$ cat src/shared/aer_vc_consts.vh
// Offsets, field positions, reset values and fixed codes of the error control,
// header capture and channel capability registers.
// Assumes inclusion by bare name from the design files.
`ifndef AER_VC_CONSTS_VH
`define AER_VC_CONSTS_VH

`define ERR_CAP_CTRL_ADDR     12'h118
`define HDR_CAPTURE0_ADDR     12'h11C
`define HDR_CAPTURE1_ADDR     12'h120
`define HDR_CAPTURE2_ADDR     12'h124
`define HDR_CAPTURE3_ADDR     12'h128
`define VC_CAP_HEADER_ADDR    12'h140
`define PORT_CHAN_CAP1_ADDR   12'h144
`define PORT_CHAN_CAP2_ADDR   12'h148
`define ERROR_EVENT_ADDR      12'h180

`define FIRST_ERR_PTR_RESET   5'h00
`define ECRC_GEN_CAP_BIT      5
`define ECRC_GEN_EN_BIT       6
`define ECRC_CHK_CAP_BIT      7
`define ECRC_CHK_EN_BIT       8

`define VC_EXT_CAP_ID         16'h0002
`define VC_CAP_VERSION        4'h1
`define VC_NEXT_CAP_PTR       12'h20C
`define REF_CLOCK_100NS       2'h0
`define ARB_ENTRY_4BIT        2'h2
`define VC_ARB_CAP_ON         8'h03
`define VC_ARB_TABLE_ON       8'h03

`endif

$ cat src/logic/aer_control_vc_capability_regs.v
// Error control word, header capture and channel capability registers,
// reached as an AHB-Lite slave with zero wait states.
// Assumes a single master, word transfers and synchronous pin inputs.
`timescale 1ns/10ps
`default_nettype none
`include "aer_vc_consts.vh"

// Notes on behaviour
// - Sticky read-only first error index, reset zero
// - Bit 5 reads one: CRC generation capable
// - Bit 6 sticky writable CRC generation enable
// - Bit 7 reads one: CRC check capable
// - Bit 8 sticky writable CRC check enable
// - Four sticky read-only header capture words
// - First header byte in top byte
// - Capability header identifier reads 0002h
// - Capability version reads 1h
// - Next capability pointer reads 20Ch
// - Extra channel count follows strap, autoload
// - Low priority group count, reset zero, autoload
// - Reference tick field reads 00b
// - Arbitration entry size field reads 10b
// - Arbitration capability 03h when extra channel count bit 0 set
// - Arbitration capability independent of group count
// - Arbitration table offset 03h when extra channel count bit 0 set
// - Masked correctable errors never captured
module aer_control_vc_capability_regs
(
  input  wire        clock_in,
  input  wire        nrst_in,
  input  wire        sticky_nrst_in,
  input  wire        hsel_in,
  input  wire [31:0] haddr_in,
  input  wire [1:0]  htrans_in,
  input  wire        hwrite_in,
  input  wire [2:0]  hsize_in,
  input  wire [31:0] hwdata_in,
  input  wire        hready_in,
  output wire        hreadyout_out,
  output wire        hresp_out,
  output reg  [31:0] hrdata_out,
  input  wire        second_channel_strap_in,
  input  wire        autoload_valid_in,
  input  wire [2:0]  autoload_ext_count_in,
  input  wire [2:0]  autoload_low_priority_in,
  input  wire        uncorr_event_in,
  input  wire [4:0]  uncorr_index_in,
  input  wire        corr_event_in,
  input  wire        corr_masked_in,
  input  wire [7:0]  header_byte0_in,
  input  wire [127:0] header_in,
  input  wire        uncorr_status_clear_in,
  output reg         ecrc_gen_enable_out,
  output reg         ecrc_check_enable_out,
  output reg         header_logged_out
);

  // Sticky state
  reg  [4:0]   first_err_ptr;
  reg  [127:0] header_log;

  // Non-sticky state
  reg  [2:0]   ext_count;
  reg  [2:0]   low_priority_channel_group;
  reg          strap_taken;
  reg          wr_pending;
  reg  [11:0]  wr_addr;

  // Next values
  reg  [31:0]  next_rdata;
  reg  [4:0]   next_first_err_ptr;
  reg  [127:0] next_header_log;
  reg          next_header_logged;
  reg          next_gen_enable;
  reg          next_check_enable;
  reg  [2:0]   next_ext_count;
  reg  [2:0]   next_low_priority;

  // Bus decode
  wire         access;
  wire         rd_access;
  wire         wr_access;
  wire [11:0]  addr;
  wire         ctrl_write;

  // Error capture
  wire         corr_capture;
  wire         uncorr_capture;
  wire         capture;
  wire [127:0] header_ordered;

  // Capability fields
  wire [7:0]   sixteen_byte_unit;
  wire [7:0]   arb_cap;

  // Register words as software sees them
  wire [31:0]  ctrl_word;
  wire [31:0]  hdr_word0;
  wire [31:0]  hdr_word1;
  wire [31:0]  hdr_word2;
  wire [31:0]  hdr_word3;
  wire [31:0]  vc_header_word;
  wire [31:0]  chan_cap1_word;
  wire [31:0]  chan_cap2_word;
  wire [31:0]  event_word;

  // Zero wait states and an OKAY response on every transfer
  assign hreadyout_out = 1'b1;
  assign hresp_out     = 1'b0;

  // A transfer is taken only on NONSEQ or SEQ with the bus ready
  assign access    = hsel_in & htrans_in[1] & hready_in;
  assign rd_access = access & ~hwrite_in;
  assign wr_access = access & hwrite_in;

  // Byte lanes are ignored: only whole words exist here
  assign addr = {haddr_in[11:2], 2'b00};

  // Write data comes one cycle after its address, so the decode uses the
  // address latched in the address phase
  assign ctrl_write = wr_pending & (wr_addr == `ERR_CAP_CTRL_ADDR);

  // Masked correctable events never reach the log
  assign corr_capture   = corr_event_in & ~corr_masked_in;
  assign uncorr_capture = uncorr_event_in;

  // The log is free only while nothing is held, so the first error wins
  assign capture = ~header_logged_out & (uncorr_capture | corr_capture);

  // First header byte on the wire goes to the top byte of word 0
  assign header_ordered = {header_in[127:32], header_byte0_in, header_in[23:0]};

  // Pointer follows only uncorrectable errors, loaded together with the log
  always @*
  begin
    next_first_err_ptr = first_err_ptr;
    if (capture && uncorr_capture)
    begin
      next_first_err_ptr = uncorr_index_in;
    end
  end

  always @*
  begin
    next_header_log = header_log;
    if (capture)
    begin
      next_header_log = header_ordered;
    end
  end

  // Capture outranks clear, but a held log blocks capture, so an error in the clear cycle is lost
  always @*
  begin
    next_header_logged = header_logged_out;
    if (capture)
    begin
      next_header_logged = 1'b1;
    end
    else if (uncorr_status_clear_in)
    begin
      next_header_logged = 1'b0;
    end
  end

  // Only the two enable bits are writable; the rest of the word is ignored
  always @*
  begin
    next_gen_enable   = ecrc_gen_enable_out;
    next_check_enable = ecrc_check_enable_out;
    if (ctrl_write)
    begin
      next_gen_enable   = hwdata_in[`ECRC_GEN_EN_BIT];
      next_check_enable = hwdata_in[`ECRC_CHK_EN_BIT];
    end
  end

  // Sticky state: only the fundamental reset clears it
  always @(posedge clock_in)
  begin
    if (!sticky_nrst_in)
    begin
      first_err_ptr <= `FIRST_ERR_PTR_RESET;
    end
    else
    begin
      first_err_ptr <= next_first_err_ptr;
    end
  end

  always @(posedge clock_in)
  begin
    if (!sticky_nrst_in)
    begin
      header_log <= 128'h0;
    end
    else
    begin
      header_log <= next_header_log;
    end
  end

  always @(posedge clock_in)
  begin
    if (!sticky_nrst_in)
    begin
      header_logged_out <= 1'b0;
    end
    else
    begin
      header_logged_out <= next_header_logged;
    end
  end

  always @(posedge clock_in)
  begin
    if (!sticky_nrst_in)
    begin
      ecrc_gen_enable_out   <= 1'b0;
      ecrc_check_enable_out <= 1'b0;
    end
    else
    begin
      ecrc_gen_enable_out   <= next_gen_enable;
      ecrc_check_enable_out <= next_check_enable;
    end
  end

  // Bus state: address phase latched for the data phase
  always @(posedge clock_in)
  begin
    if (!nrst_in)
    begin
      wr_pending <= 1'b0;
      wr_addr    <= 12'h000;
    end
    else
    begin
      wr_pending <= wr_access;
      wr_addr    <= addr;
    end
  end

  // Strap is taken once at the first edge after reset; autoload may then
  // override it, but a later strap change is ignored until the next reset
  always @*
  begin
    next_ext_count    = ext_count;
    next_low_priority = low_priority_channel_group;
    if (!strap_taken)
    begin
      next_ext_count = {2'b00, second_channel_strap_in};
    end
    else if (autoload_valid_in)
    begin
      next_ext_count    = autoload_ext_count_in;
      next_low_priority = autoload_low_priority_in;
    end
  end

  always @(posedge clock_in)
  begin
    if (!nrst_in)
    begin
      strap_taken                <= 1'b0;
      ext_count                  <= 3'h0;
      low_priority_channel_group <= 3'h0;
    end
    else
    begin
      strap_taken                <= 1'b1;
      ext_count                  <= next_ext_count;
      low_priority_channel_group <= next_low_priority;
    end
  end

  // Capability 2 follows the live channel count, so autoload shows at once
  assign arb_cap           = ext_count[0] ? `VC_ARB_CAP_ON : 8'h00;
  assign sixteen_byte_unit = ext_count[0] ? `VC_ARB_TABLE_ON : 8'h00;

  // Reserved ranges are tied low in every word
  assign ctrl_word = {23'h0,
                      ecrc_check_enable_out,
                      1'b1,
                      ecrc_gen_enable_out,
                      1'b1,
                      first_err_ptr};

  assign hdr_word0 = header_log[31:0];
  assign hdr_word1 = header_log[63:32];
  assign hdr_word2 = header_log[95:64];
  assign hdr_word3 = header_log[127:96];

  assign vc_header_word = {`VC_NEXT_CAP_PTR,
                           `VC_CAP_VERSION,
                           `VC_EXT_CAP_ID};

  assign chan_cap1_word = {20'h0,
                           `ARB_ENTRY_4BIT,
                           `REF_CLOCK_100NS,
                           1'b0,
                           low_priority_channel_group,
                           1'b0,
                           ext_count};

  assign chan_cap2_word = {sixteen_byte_unit,
                           16'h0,
                           arb_cap};

  // Extra status word: lets software see whether the log is held
  assign event_word = {31'h0, header_logged_out};

  always @*
  begin
    next_rdata = 32'h0000_0000;
    case (addr)
      `ERR_CAP_CTRL_ADDR:
      begin
        next_rdata = ctrl_word;
      end
      `HDR_CAPTURE0_ADDR:
      begin
        next_rdata = hdr_word0;
      end
      `HDR_CAPTURE1_ADDR:
      begin
        next_rdata = hdr_word1;
      end
      `HDR_CAPTURE2_ADDR:
      begin
        next_rdata = hdr_word2;
      end
      `HDR_CAPTURE3_ADDR:
      begin
        next_rdata = hdr_word3;
      end
      `VC_CAP_HEADER_ADDR:
      begin
        next_rdata = vc_header_word;
      end
      `PORT_CHAN_CAP1_ADDR:
      begin
        next_rdata = chan_cap1_word;
      end
      `PORT_CHAN_CAP2_ADDR:
      begin
        next_rdata = chan_cap2_word;
      end
      `ERROR_EVENT_ADDR:
      begin
        next_rdata = event_word;
      end
      default:
      begin
        next_rdata = 32'h0000_0000;
      end
    endcase
  end

  // Read data is launched at the address phase edge and stands through the
  // data phase; it then holds until the next read
  always @(posedge clock_in)
  begin
    if (!nrst_in)
    begin
      hrdata_out <= 32'h0000_0000;
    end
    else if (rd_access)
    begin
      hrdata_out <= next_rdata;
    end
  end

  // Unused bus qualifiers: only single word transfers are supported
  wire unused_size;
  assign unused_size = ^{hsize_in, haddr_in[31:12], haddr_in[1:0], htrans_in[0]};

endmodule // aer_control_vc_capability_regs
`default_nettype wire

$ cat config.mk
export PLATFORM = sky130hd
export DESIGN_NAME = aer_control_vc_capability_regs
export DESIGN_NICKNAME = d
export VERILOG_FILES = /design/src/logic/aer_control_vc_capability_regs.v
export VERILOG_INCLUDE_DIRS = /design/src /design/src/shared
export SDC_FILE = /design/constraint.sdc
export NUM_CORES = 1
export LEC_CHECK = 0
export ABC_CLOCK_PERIOD_IN_PS = 5200
export BUFFER_PORTS_ARGS = -buffer_cell sky130_fd_sc_hd__buf_2
export CAP_MARGIN = 20
export CORE_MARGIN = 8
export CORE_UTILIZATION = 55
export CTS_BUF_LIST = sky130_fd_sc_hd__clkbuf_4
export DETAILED_ROUTE_END_ITERATION = 10
export HOLD_SLACK_MARGIN = 0.08
export PLACE_DENSITY = 0.86
export SKIP_CTS_REPAIR_TIMING = 1
export SLEW_MARGIN = 0
export SYNTH_ARGS = -nofsm -noshare
export SYNTH_HDL_FRONTEND = slang
export SYNTH_SLANG_ARGS = --single-unit
$ cat constraint.sdc
create_clock -name clock_in -period 5.2 [get_ports clock_in]
set_clock_uncertainty 0.05 [all_clocks]
set_input_delay 1.04 -clock clock_in [delete_from_list [all_inputs] [get_ports clock_in]]
set_output_delay 1.04 -clock clock_in [all_outputs]
set_load 0.05 [all_outputs]
* Word level (Yosys, flattened, before mapping) *
Cells that the tools add are included.

operators by class
  bitwise logic cells = 11
  equality and inequality tests = 11
  multiply operators = 0
  magnitude comparators = 0
  shift-type cells = 0
  reductions and logical operators = 4
  muxes and demuxes = 7
  add/sub/neg operators = 0
  divide/modulo/power cells = 0

operators with widths
  operator                                                          number
  32-bit one-hot mux with 9 select lines                            1
  10-bit by 7-bit == test with 1-bit output, second input constant  9
  12-bit by 9-bit == test with 1-bit output, second input constant  1
  1-bit AND                                                         7
  1-bit 2-to-1 mux                                                  5
  2-bit AND reduction                                               2
  1-bit NOT                                                         3
  2-bit 2-to-1 mux                                                  1
  2-bit inequality test, second input constant                      1
  2-bit nonzero test                                                1
  1-bit logical AND                                                 1
  1-bit bitwise OR                                                  1

word-level totals
  logic and storage cells = 46
  ROM bits = 0
  output and inout port bits = 37
  latch bits = 0
  RAM bits = 0
  input bits = 228
  memories kept = 0
  register bits = 188

* Depth between registers and ports, before layout *
Gate-level depths: netlist of run 1.

  depth in word-level cells = 5
  depth in mapped cells = 8
  mapped depth without buffers = 5

* Least setup slack after synthesis of run 1 *
Ideal clock, no wire load.

  path type = input to register
  start = in haddr_in[9]
  end = reg hrdata_out[28]
  arrival = 2.811 ns
  required time = 5.083 ns
  buffers on the path = 2
  stages on the path = 7
  slack = 2.272 ns
  setup time = 0.067 ns
  path through = or4b_4 a211o_1 a311o_1 or2_1 buf_6 buf_6 o21ai_2

between the ends
  word-level cells in the longest chain between the ends = 2
  elaborated cells on any way between the ends = 10
  classes of those cells = 9 x eq/ne; 1 x mux

RTL lines
  item                                       line                                  RTL
  start: declaration                         aer_control_vc_capability_regs.v:33   input wire [31:0] haddr_in,
  10-bit by 7-bit == test with 1-bit output  aer_control_vc_capability_regs.v:316  case (addr)
  32-bit one-hot mux with 9 select lines *   aer_control_vc_capability_regs.v:316
  end signal: assignment                     aer_control_vc_capability_regs.v:370  hrdata_out <= next_rdata;
  end: declaration                           aer_control_vc_capability_regs.v:41   output reg [31:0] hrdata_out,

Every way passes the cells marked *; elsewhere a longest branch is shown, timed or not.
A chain may end at the register's enable or synchronous reset.

* Worst setup path in the final report of run 1 *
  start = in haddr_in[2]
  end = reg hrdata_out[9]

The elaborated chain is that of the path after synthesis.

==> metrics.txt, run 1 <==
result of the run=complete, no violations; leakage power=3.78 nW; level count of the clock H-tree=4; cells taking the most area after synthesis=dfxtp_1 47%, nand2_1 15%, a21boi_0 12%, mux2i_1 4.8%, clkbuf_1 3.1%; maximum vdd drop=0.196 mV; routed length on met1=about 10 mm; simple-gate share of the synthesized area=a little over a fifth; critical path capture point type=flip-flop; remaining routing DRC violations=0; Vias/cell=5.39; Final Routed Wirelength=around 21 mm; DRT Pass-1 Iters=4; CTS max path bufs=2; width of the die=136 um; number of nets produced by synthesis=1,165; fraction of the mapped netlist area in adder cells=0%; total half-perimeter wirelength after legalization and detailed placement=15.2 mm; Fill cells=1,274; Critical Path Start Type=primary input; async set-or-reset flop fraction in the synthesized netlist=0%; top library cells by usage in the layout, fill and taps aside=310 x nand2_1, 197 x buf_2, 186 x dfxtp_1; fraction of power consumed by sequential logic=between 50 and 60%; clock network power share=28.8%; setup repair after global routing missed its margin=no; number of distinct library cell variants in the gate-level netlist after synthesis=55; final setup TNS=0 ns; number of global-route vias before repair=6,603; headroom to the max-slew limit=a little over a third; # nets final=1,315; synthesis-to-finish area growth=16.4%; sequential element share of the synthesized area=47.1%; clock sink count=186; count of mapped cells out of synthesis=937; crit path kind=in -> reg; combined global-route utilization of all metal layers=22.7%; fin. max-slew vios=0; proportion of power drawn by combinational gates=12.6%; Psw=0.716 mW; drt wl/cell=16.7 um; share of cell area taken by muxes after synthesis=a little under 5%; Total Power Consumption=roughly 2.6 mW; Setup Viol. Count Final=0; Achievable Freq=0.331 GHz; Synth Area in XOR/XNOR=0%; synthesized area divided by synthesized cell count=8.44 um2; standard-cell row count=44; flop and latch count out of synthesis=186; Worst Tran Pin Value=0.972 ns; hold violation count in the final report=0; Met2 Routed Length=approximately 9.3 mm; max_cap viols=0; initial cell density of the core=55.3%; TritonCTS clock tree=done; overall die area=between 15,000 and 20,000 um2; critical path data required time=5.64 ns; path category of the worst min-delay check=reg -> reg; switching portion of total power=between 20 and 30%; portion of the clock cycle consumed by the worst path in the final layout=58.2%; GRT Residual Overflow=0; most used flip-flop cell after synthesis=dfxtp_1; critical path data arrival time=~3.5 ns; core footprint=14,300 um2; maximum number of pins on one net before global-route repair=roughly 140; post-synthesis instance area=just under 8000 um2; DR iter-0 viols=638; share of the synthesized area in the top cell type=47.1%; Compound-Gate Fraction of Synth Area=22.9%; TritonCTS Buffers=17; clock transition at the register clock pins on the worst setup and hold paths after CTS=0.13 ns; IO Pins=around 270; global-route wire length before repair=33.2 mm; Power Dens Cells=around 290 nW/um2; number of enable-type register cells in the synthesized netlist=0; post-route core utilization=between 60 and 70%; maximum fanout encountered on the critical timing path=41; internal power consumption=~1.9 mW; Port-buffer cells=198; initial antenna violation count=2; Die Y-Extent=136 um; crit path time final=3.02 ns; Max Used Layer=met4; combinational family with the most area after synthesis=compound AO/OA/AOI/OAI gates; number of nets still failing antenna checks after routing=0; non-filler instance count after layout=1,285; vias after detailed routing=6,930; GPL Wtd Cong=0.870; Synth warnings=0; Multi-input gate area=between 3000 and 4000 um2; area leader, netlist=dfxtp_1; combined flip-flop and latch cell area=~3700 um2; proportion of layout cells with a drive suffix above 1=23.6%; placed cells=1,250; Clk Latency, worst-skew pair=between 0.5 and 0.6 ns; commonest non-fill, non-tap cell in the layout=nand2_1; Detail Route met3 WL=roughly 1.5 mm; clock root buffer master=clkbuf_4
[critical path, stage by stage]
cell	delay (ns)
buf_2	0.40
or3b_2	0.61
a211o_1	0.30
a311o_1	0.40
or2_1	0.24
buf_4	0.25
o21ai_0	0.19
[final timing paths]
path / startpoint / endpoint / slack [ns] / cells after the start
min: hrdata_out[11] / hrdata_out[11] / 0.41 / 2
max: haddr_in[2] / hrdata_out[9] / 2.18 / 7
min reg2reg: hrdata_out[11] / hrdata_out[11] / 0.41 / 2
max reg2reg: header_logged_out / header_log[26] / 2.89 / 5
[per-stage QoR]
stage,setup slack [ns],hold slack (ns),area [um2]
after CTS,2.10,0.417,9160
after detailed placement,1.48,0.386,8890
final,2.18,0.414,9210
after global routing,1.98,0.434,9210
after floorplan,2.27,0.386,7910
after global placement,1.52,0.380,8890
[registers in the layout, summed over array words and instances, names as in the netlist]
name                        flops
strap_taken                     1
low_priority_channel_group      3
ecrc_check_enable_out           1
ext_count                       3
wr_pending                      1
wr_addr                        10
ecrc_gen_enable_out             1
header_logged_out               1
header_log                    128
hrdata_out                     32
first_err_ptr                   5
[per-layer routing]
| metal | track usage (%) | vias up |
|---|---|---|
| met5 | 0 | - |
| met4 | 8.30 | 0 |
| met3 | 5.03 | 28 |
| met2 | 33.3 | 245 |
| met1 | 32.1 | 3174 |
| li1 | - | 3483 |
[synthesized netlist by cell type (all sizes together) (9+ instances only)]
master and count:
nand2 310, dfxtp 186, a21boi 129, clkbuf 65, o21ai 40, mux2i 38, a221oi 17, nor2 15
nor2b 15, and2 14, a21oi 13, buf 9, o2bb2ai 9
[power by group through the flow]
stage | clock network (mW) | logic [mW] | registers [mW]
global route | 0.829 | 0.370 | 1.56
CTS | 0.771 | 0.329 | 1.55
detailed placement | 0 | 0.328 | 1.58
floorplan | 0 | 0.204 | 1.57
finish | 0.760 | 0.333 | 1.55
global placement | 0 | 0.321 | 1.57
[cell families after synthesis]
group	Yosys count
compound gates	244
buf+inv	77
flops	186
mux	38
other cells	2
simple gates	390
[layout make-up]
cell class,count,area share (%)
Sequential cell,186,40.4
Timing Repair Buffer,205,11.8
Clock inverter,13,1.41
Clock buffer,18,1.47
Tap cell,184,2.50
Antenna cell,2,0.0544
Multi-Input combinational cell,674,42.2
Inverter,3,0.122
Note: power is estimated with default switching activity, not from simulation.
==> inputs of run 2 (changes only) <==
Settings changed: ABC_CLOCK_PERIOD_IN_PS 5200 to 2500, CORE_UTILIZATION 55 to 47, PLACE_DENSITY 0.86 to 0.78.
Clock period 5.2 ns to 2.5 ns, I/O delays scaled along.
==> run 2 against run 1 <==
Final area rose by 5.4%. Non-clock buffer count rose by 45. Largest cell class unchanged. Wire length rose by 3.8%.
==> metrics.txt, run 2 (same netlist as run 1, synthesis figures left out) <==
core footprint=16,500 um2 (was 14,300 um2); min-delay src=header_in[79] (was hrdata_out[11]); initial antenna violation count=1 (was 2); launch point of the worst reg-to-reg path=header_logged_out (unchanged); delay of the slowest cell on the worst path=0.55 ns (was 0.61 ns); synthesis-to-finish area growth=22.6% (was 16.4%); clock sink count=186 (unchanged); Achievable Freq=0.501 GHz; Vias/cell=5.18 (was 5.39); max FFs per register=128 (unchanged); max_cap viols=0 (unchanged); crit path setup slack, layout=0.505 ns (was 2.18 ns); Clk Latency, worst-skew pair=0.56 ns (about the same); hold violation count in the final report=0 (unchanged); hold slack final=0.118 ns (was 0.414 ns); Final Routed Wirelength=22.2 mm (was 21.4 mm); path category of the worst min-delay check=in -> reg (was reg -> reg); number of nets still failing antenna checks after routing=0 (unchanged); DRT Pass-1 Iters=7 (was 4); drt wl/cell=16.3 um (was 16.7 um); Worst setup startpoint=haddr_in[9] (was haddr_in[2]); Hold Path Sink=header_log[79] (was hrdata_out[11]); leakage power=4.01 nW (was 3.78 nW); TritonCTS Buffers=17 (unchanged); Register-to-Register Setup Slack=0.71 ns (was 2.89 ns); clock root buffer master=clkbuf_4 (unchanged); cell type group with the largest total delay on the critical path=simple AND/OR/NAND/NOR gates (was compound AO/OA/AOI/OAI gates); portion of the clock cycle consumed by the worst path in the final layout=79.8%; combined global-route utilization of all metal layers=20.3% (was 22.7%); number of cells on the worst reg-to-reg path=5 (unchanged); remaining routing DRC violations=0 (unchanged); GPL Wtd Cong=0.853 (was 0.870); width of the die=146 um (was 136 um); ordered list of cells on the worst path=buf_2 > or4b_4 > a211o_1 > a311o_1 > or2_1 > buf_4 > o21ai_1 (was buf_2 > or3b_2 > a211o_1 > a311o_1 > or2_1 > buf_4 > o21ai_0); Port-buffer cells=198 (unchanged); GRT Residual Overflow=0 (unchanged); registers with the highest flip-flop counts=header_log: 128 flops, hrdata_out: 32 flops, wr_addr: 10 flops (unchanged); fin. max-slew vios=0 (unchanged); standard-cell row count=47 (was 44); Crit-path slowest cell=or4b_4 (was or3b_2); initial cell density of the core=47.9% (was 55.3%); Worst Tran Pin Value=0.559 ns (was 0.972 ns); critical path data arrival time=2.44 ns (was 3.46 ns); IO Pins=265 (unchanged); Die Y-Extent=146 um (was 136 um); level count of the clock H-tree=4 (unchanged); clock transition at the register clock pins on the worst setup and hold paths after CTS=0.15 ns (was 0.13 ns); result of the run=complete, no violations (unchanged); global-route wire length before repair=34.9 mm (was 33.2 mm); CTS max path bufs=2 (unchanged); setup repair after global routing missed its margin=no (unchanged); register name with the most flops=header_log (unchanged); crit path kind=in -> reg (unchanged); worst slack at placement=-0.0692 ns (was 1.48 ns); critical path data required time=2.95 ns (was 5.64 ns); Worst R2R End=header_log[116] (was header_log[26]); number of cells traversed by the worst hold path=3 (was 2); TritonCTS clock tree=done (unchanged); # nets final=1,360 (was 1,315); number of global-route vias before repair=6,631 (was 6,603); Critical Path Start Type=primary input (unchanged); Power Dens Cells=588 nW/um2 (was 287 nW/um2); crit path time final=2.00 ns; top library cells by usage in the layout, fill and taps aside=310 x nand2_1, 197 x buf_2, 186 x dfxtp_1 (unchanged); critical path capture point type=flip-flop (unchanged); DR iter-0 viols=525 (was 638); Setup Viol. Count Final=0 (unchanged); maximum number of pins on one net before global-route repair=72 (was 137); total half-perimeter wirelength after legalization and detailed placement=16.4 mm (was 15.2 mm); headroom to the max-slew limit=62.7% (was 35.2%); vias after detailed routing=7,070 (was 6,930); Buffers & Inverters on Critical Path=2 (unchanged); proportion of layout cells with a drive suffix above 1=25.3% (was 23.6%); overall die area=21,200 um2 (was 18,500 um2); maximum vdd drop=0.369 mV (was 0.196 mV); maximum fanout encountered on the critical timing path=12 (was 41); commonest non-fill, non-tap cell in the layout=nand2_1 (unchanged)
==> run 2: power breakdown <==
part	internal (mW)	switching [mW]	total [mW]
sequential	3.13	0.0833	3.22
clock	0.696	1.04	1.74
combinational	0.324	0.427	0.751
==> run 2: layout make-up <==
cell class,instances,area (um2)
sequential,186,3720
inverter,3,11.3
multi-input combinational,674,3880
antenna,1,2.50
tap,220,275
timing repair buffer,250,1500
fill,1531,6830
clock inverter,14,173
clock buffer,17,128
==> run 2: metrics by stage <==
stage / utilization, % / setup TNS [ns] / instances / cell area, um2 / total power [mW]
6_report: 58.7 / 0 / 1365 / 9700 / 5.71
3_3_place_gp: 55.8 / -0.0999 / 1316 / 9230 / 3.99
2_1_floorplan: - / 0 / 937 / 7910 / 3.69
5_1_grt: 58.7 / 0 / 1365 / 9700 / 6.00
3_5_place_dp: 55.8 / -0.779 / 1316 / 9230 / 4.01
4_1_cts: 57.7 / 0 / 1347 / 9530 / 5.73
==> run 2: worst max-delay path by stage <==
stage	endpoint	slack [ns]	cells past startpoint
floorplan	hrdata_out[28]	0.11	7
global placement	hrdata_out[15]	-0.01	7
detailed placement	hrdata_out[10]	-0.07	7
CTS	hrdata_out[10]	0.55	7
global route	hrdata_out[8]	0.47	8
finish	hrdata_out[10]	0.50	7
==> run 2: worst min-delay path, stage by stage <==
cell and delay [ns]:
buf_2 0.09, nand2_1 0.04, a21boi_0 0.06
==> run 2: layer usage <==
metal	up-vias	global-route usage, %	part of all wire [%]
li1	3565	-	-
met1	3234	29.2	47
met2	245	30.1	45
met3	26	3.76	6.2
met4	0	6.09	1.7
met5	-	0	0
==> inputs of run 3 (changes only) <==
Settings changed: ABC_CLOCK_PERIOD_IN_PS 2500 to 1600.
Clock period 2.5 ns to 1.6 ns, I/O delays scaled along.
==> run 3 against run 2 <==
The run now ends with setup timing left. Total power increased by 56%. First-iteration DRC count up 63%. Flip-flop and latch count did not move. Wire length increased by 27%. Largest power group unchanged. Highest routed layer unchanged.
==> metrics.txt, run 3 (same netlist as run 1, synthesis figures left out) <==
# nets final=1,534 (was 1,360); Fill cells=1,185 (was 1,531); post-route cell area=11,700 um2 (was 9700 um2); global-route wire length before repair=35.8 mm (was 34.9 mm); placed cells=1,342 (was 1,316); IO Pins=265 (unchanged); delay of the slowest cell on the worst path=0.48 ns (was 0.55 ns); Total Power Consumption=8.91 mW (was 5.71 mW); critical path capture point type=flip-flop (unchanged); level count of the clock H-tree=4 (unchanged); clock transition at the register clock pins on the worst setup and hold paths after CTS=0.16 ns (was 0.15 ns); combined global-route utilization of all metal layers=21.0% (was 20.3%); maximum fanout encountered on the critical timing path=27 (was 12); violations in the final reports=setup timing; cell type group with the largest total delay on the critical path=buffers and inverters (was simple AND/OR/NAND/NOR gates); register name with the most flops=header_log (unchanged); launch point of the worst reg-to-reg path=header_logged_out (unchanged); Hold Path Sink=wr_addr[5] (was header_log[79]); Detail Route met3 WL=2.14 mm (was 1.37 mm); hold slack final=0.129 ns (was 0.118 ns); TritonCTS Buffers=17 (unchanged); headroom to the max-slew limit=61.9% (was 62.7%); setup repair after global routing missed its margin=yes (was no); CTS max path bufs=2 (unchanged); Max Used Layer=met4 (unchanged); Clk Latency, worst-skew pair=0.60 ns (was 0.56 ns); proportion of layout cells with a drive suffix above 1=25.3% (about the same); result of the run=finished, violations left (was complete, no violations); Achievable Freq=0.529 GHz; Register-to-Register Setup Slack=-0.29 ns (was 0.71 ns); Worst R2R End=header_log[111] (was header_log[116]); max FFs per register=128 (unchanged); TritonCTS clock tree=done (unchanged); width of the die=146 um (unchanged); top library cells by usage in the layout, fill and taps aside=310 x nand2_1, 180 x dfxtp_1, 161 x dlygate4sd3_1 (was 310 x nand2_1, 197 x buf_2, 186 x dfxtp_1); vias after detailed routing=8,312 (was 7,070); routed length on met1=11.6 mm (was 10.4 mm); non-filler instance count after layout=1,540 (was 1,365); fin. max-slew vios=0 (unchanged); DR iter-0 viols=856 (was 525); total half-perimeter wirelength after legalization and detailed placement=17.4 mm (was 16.4 mm); initial antenna violation count=3 (was 1); initial cell density of the core=47.9% (unchanged); critical path data arrival time=2.30 ns (was 2.44 ns); maximum number of pins on one net before global-route repair=57 (was 72); Final Routed Wirelength=28.3 mm (was 22.2 mm); GRT Residual Overflow=0 (unchanged); critical path data required time=2.01 ns (was 2.95 ns); Crit-path slowest cell=a21boi_0 (was or4b_4); hold violation count in the final report=0 (unchanged); path category of the worst min-delay check=in -> reg (unchanged); leakage power=4.81 nW (was 4.01 nW); crit path setup slack, layout=-0.290 ns (was 0.505 ns); min-delay src=haddr_in[5] (was header_in[79]); core footprint=16,500 um2 (unchanged); GPL Wtd Cong=0.882 (was 0.853); Power Dens Cells=764 nW/um2 (was 588 nW/um2); max_cap viols=0 (unchanged); maximum vdd drop=0.509 mV (was 0.369 mV); clock sink count=186 (unchanged); Vias/cell=5.40 (was 5.18); Critical Path Start Type=flip-flop (was primary input); number of cells on the worst reg-to-reg path=7 (was 5); ordered list of cells on the worst path=inv_1 > buf_4 > o21ai_4 > buf_12 > buf_12 > nand2_1 > a21boi_0 (was buf_2 > or4b_4 > a211o_1 > a311o_1 > or2_1 > buf_4 > o21ai_1); Port-buffer cells=198 (unchanged); commonest non-fill, non-tap cell in the layout=nand2_1 (unchanged); dpl cell area=9530 um2 (was 9230 um2); number of cells traversed by the worst hold path=4 (was 3); Setup Viol. Count Final=23 (was 0); clock root buffer master=clkbuf_4 (unchanged); crit path time final=1.89 ns; standard-cell row count=47 (unchanged); remaining routing DRC violations=0 (unchanged); Met2 Routed Length=13.3 mm (was 10.1 mm); Worst Tran Pin Value=0.567 ns (was 0.559 ns); number of nets still failing antenna checks after routing=0 (unchanged); crit path kind=reg -> reg (was in -> reg); drt wl/cell=18.4 um (was 16.3 um); Die Y-Extent=146 um (unchanged); cell type with the highest occurrence count on the critical path=buf_12; portion of the clock cycle consumed by the worst path in the final layout=118%; overall die area=21,200 um2 (unchanged); number of global-route vias before repair=6,834 (was 6,631); Buffers & Inverters on Critical Path=4 (was 2); DRT Pass-1 Iters=6 (was 7); registers with the highest flip-flop counts=header_log: 128 flops, hrdata_out: 32 flops, wr_addr: 10 flops (unchanged); synthesis-to-finish area growth=47.5% (was 22.6%)
## run 3: cell types whose count changed in the layout (fill, tap and decap cells not counted), moves of 8 or more
| cell | before | now |
|---|---|---|
| buf_4 | 30 | 64 |
| buf_6 | 0 | 21 |
| buf_2 | 197 | 160 |
| dlygate4sd3_1 | 17 | 161 |
| buf_12 | 6 | 14 |
## run 3: per-layer routing
| layer | GRT usage, % | vias to the layer above |
|---|---|---|
| li1 | - | 3921 |
| met1 | 29.2 | 3855 |
| met5 | 0 | - |
| met2 | 31.3 | 433 |
| met3 | 4.26 | 103 |
| met4 | 7.65 | 0 |
## run 3: where the power goes
part           switching, mW  internal [mW]
Clock                   1.60          0.628
Sequential             0.145           4.90
Combinational          0.811          0.830
## run 3: worst reg2reg max path, cell delays in order (launching register included)
cell	delay, ns
dfxtp_2	0.38
inv_1	0.09
buf_4	0.17
o21ai_4	0.09
buf_12	0.22
buf_12	0.20
nand2_1	0.08
a21boi_0	0.48
## run 3: through the flow
stage / setup WS (ns) / utilization (%) / setup TNS (ns)
final: -0.290 / 70.6 / -0.735
after global routing: -0.363 / 70.6 / -1.53
after CTS: -0.114 / 59.0 / -3.05
after detailed placement: -0.757 / 57.7 / -21.56
after global placement: -0.689 / 57.7 / -20.14
after floorplan: -0.595 / - / -16.71
## run 3: how the worst max path moves through the flow
stage | start | endpoint | slack [ns] | depth (start not counted)
final | header_logged_out | header_log[111] | -0.29 | 7
after global routing | header_logged_out | header_log[111] | -0.36 | 7
after CTS | haddr_in[2] | hrdata_out[8] | -0.11 | 7
after detailed placement | haddr_in[2] | hrdata_out[8] | -0.76 | 7
after global placement | haddr_in[2] | hrdata_out[7] | -0.69 | 7
after floorplan | haddr_in[5] | hrdata_out[28] | -0.60 | 7
## run 3: cell type report
| type | count | area (um2) | area share (%) |
|---|---|---|---|
| multi-input cells | 674 | 3940 | 33.8 |
| well taps | 220 | 275 | 2.36 |
| clock buffers | 19 | 143 | 1.22 |
| flip-flops and latches | 186 | 3730 | 32.0 |
| repair buffers | 424 | 3480 | 29.8 |
| inverters | 3 | 11.3 | 0.0965 |
| diodes | 3 | 7.51 | 0.0644 |
| clock inverters | 11 | 73.8 | 0.633 |
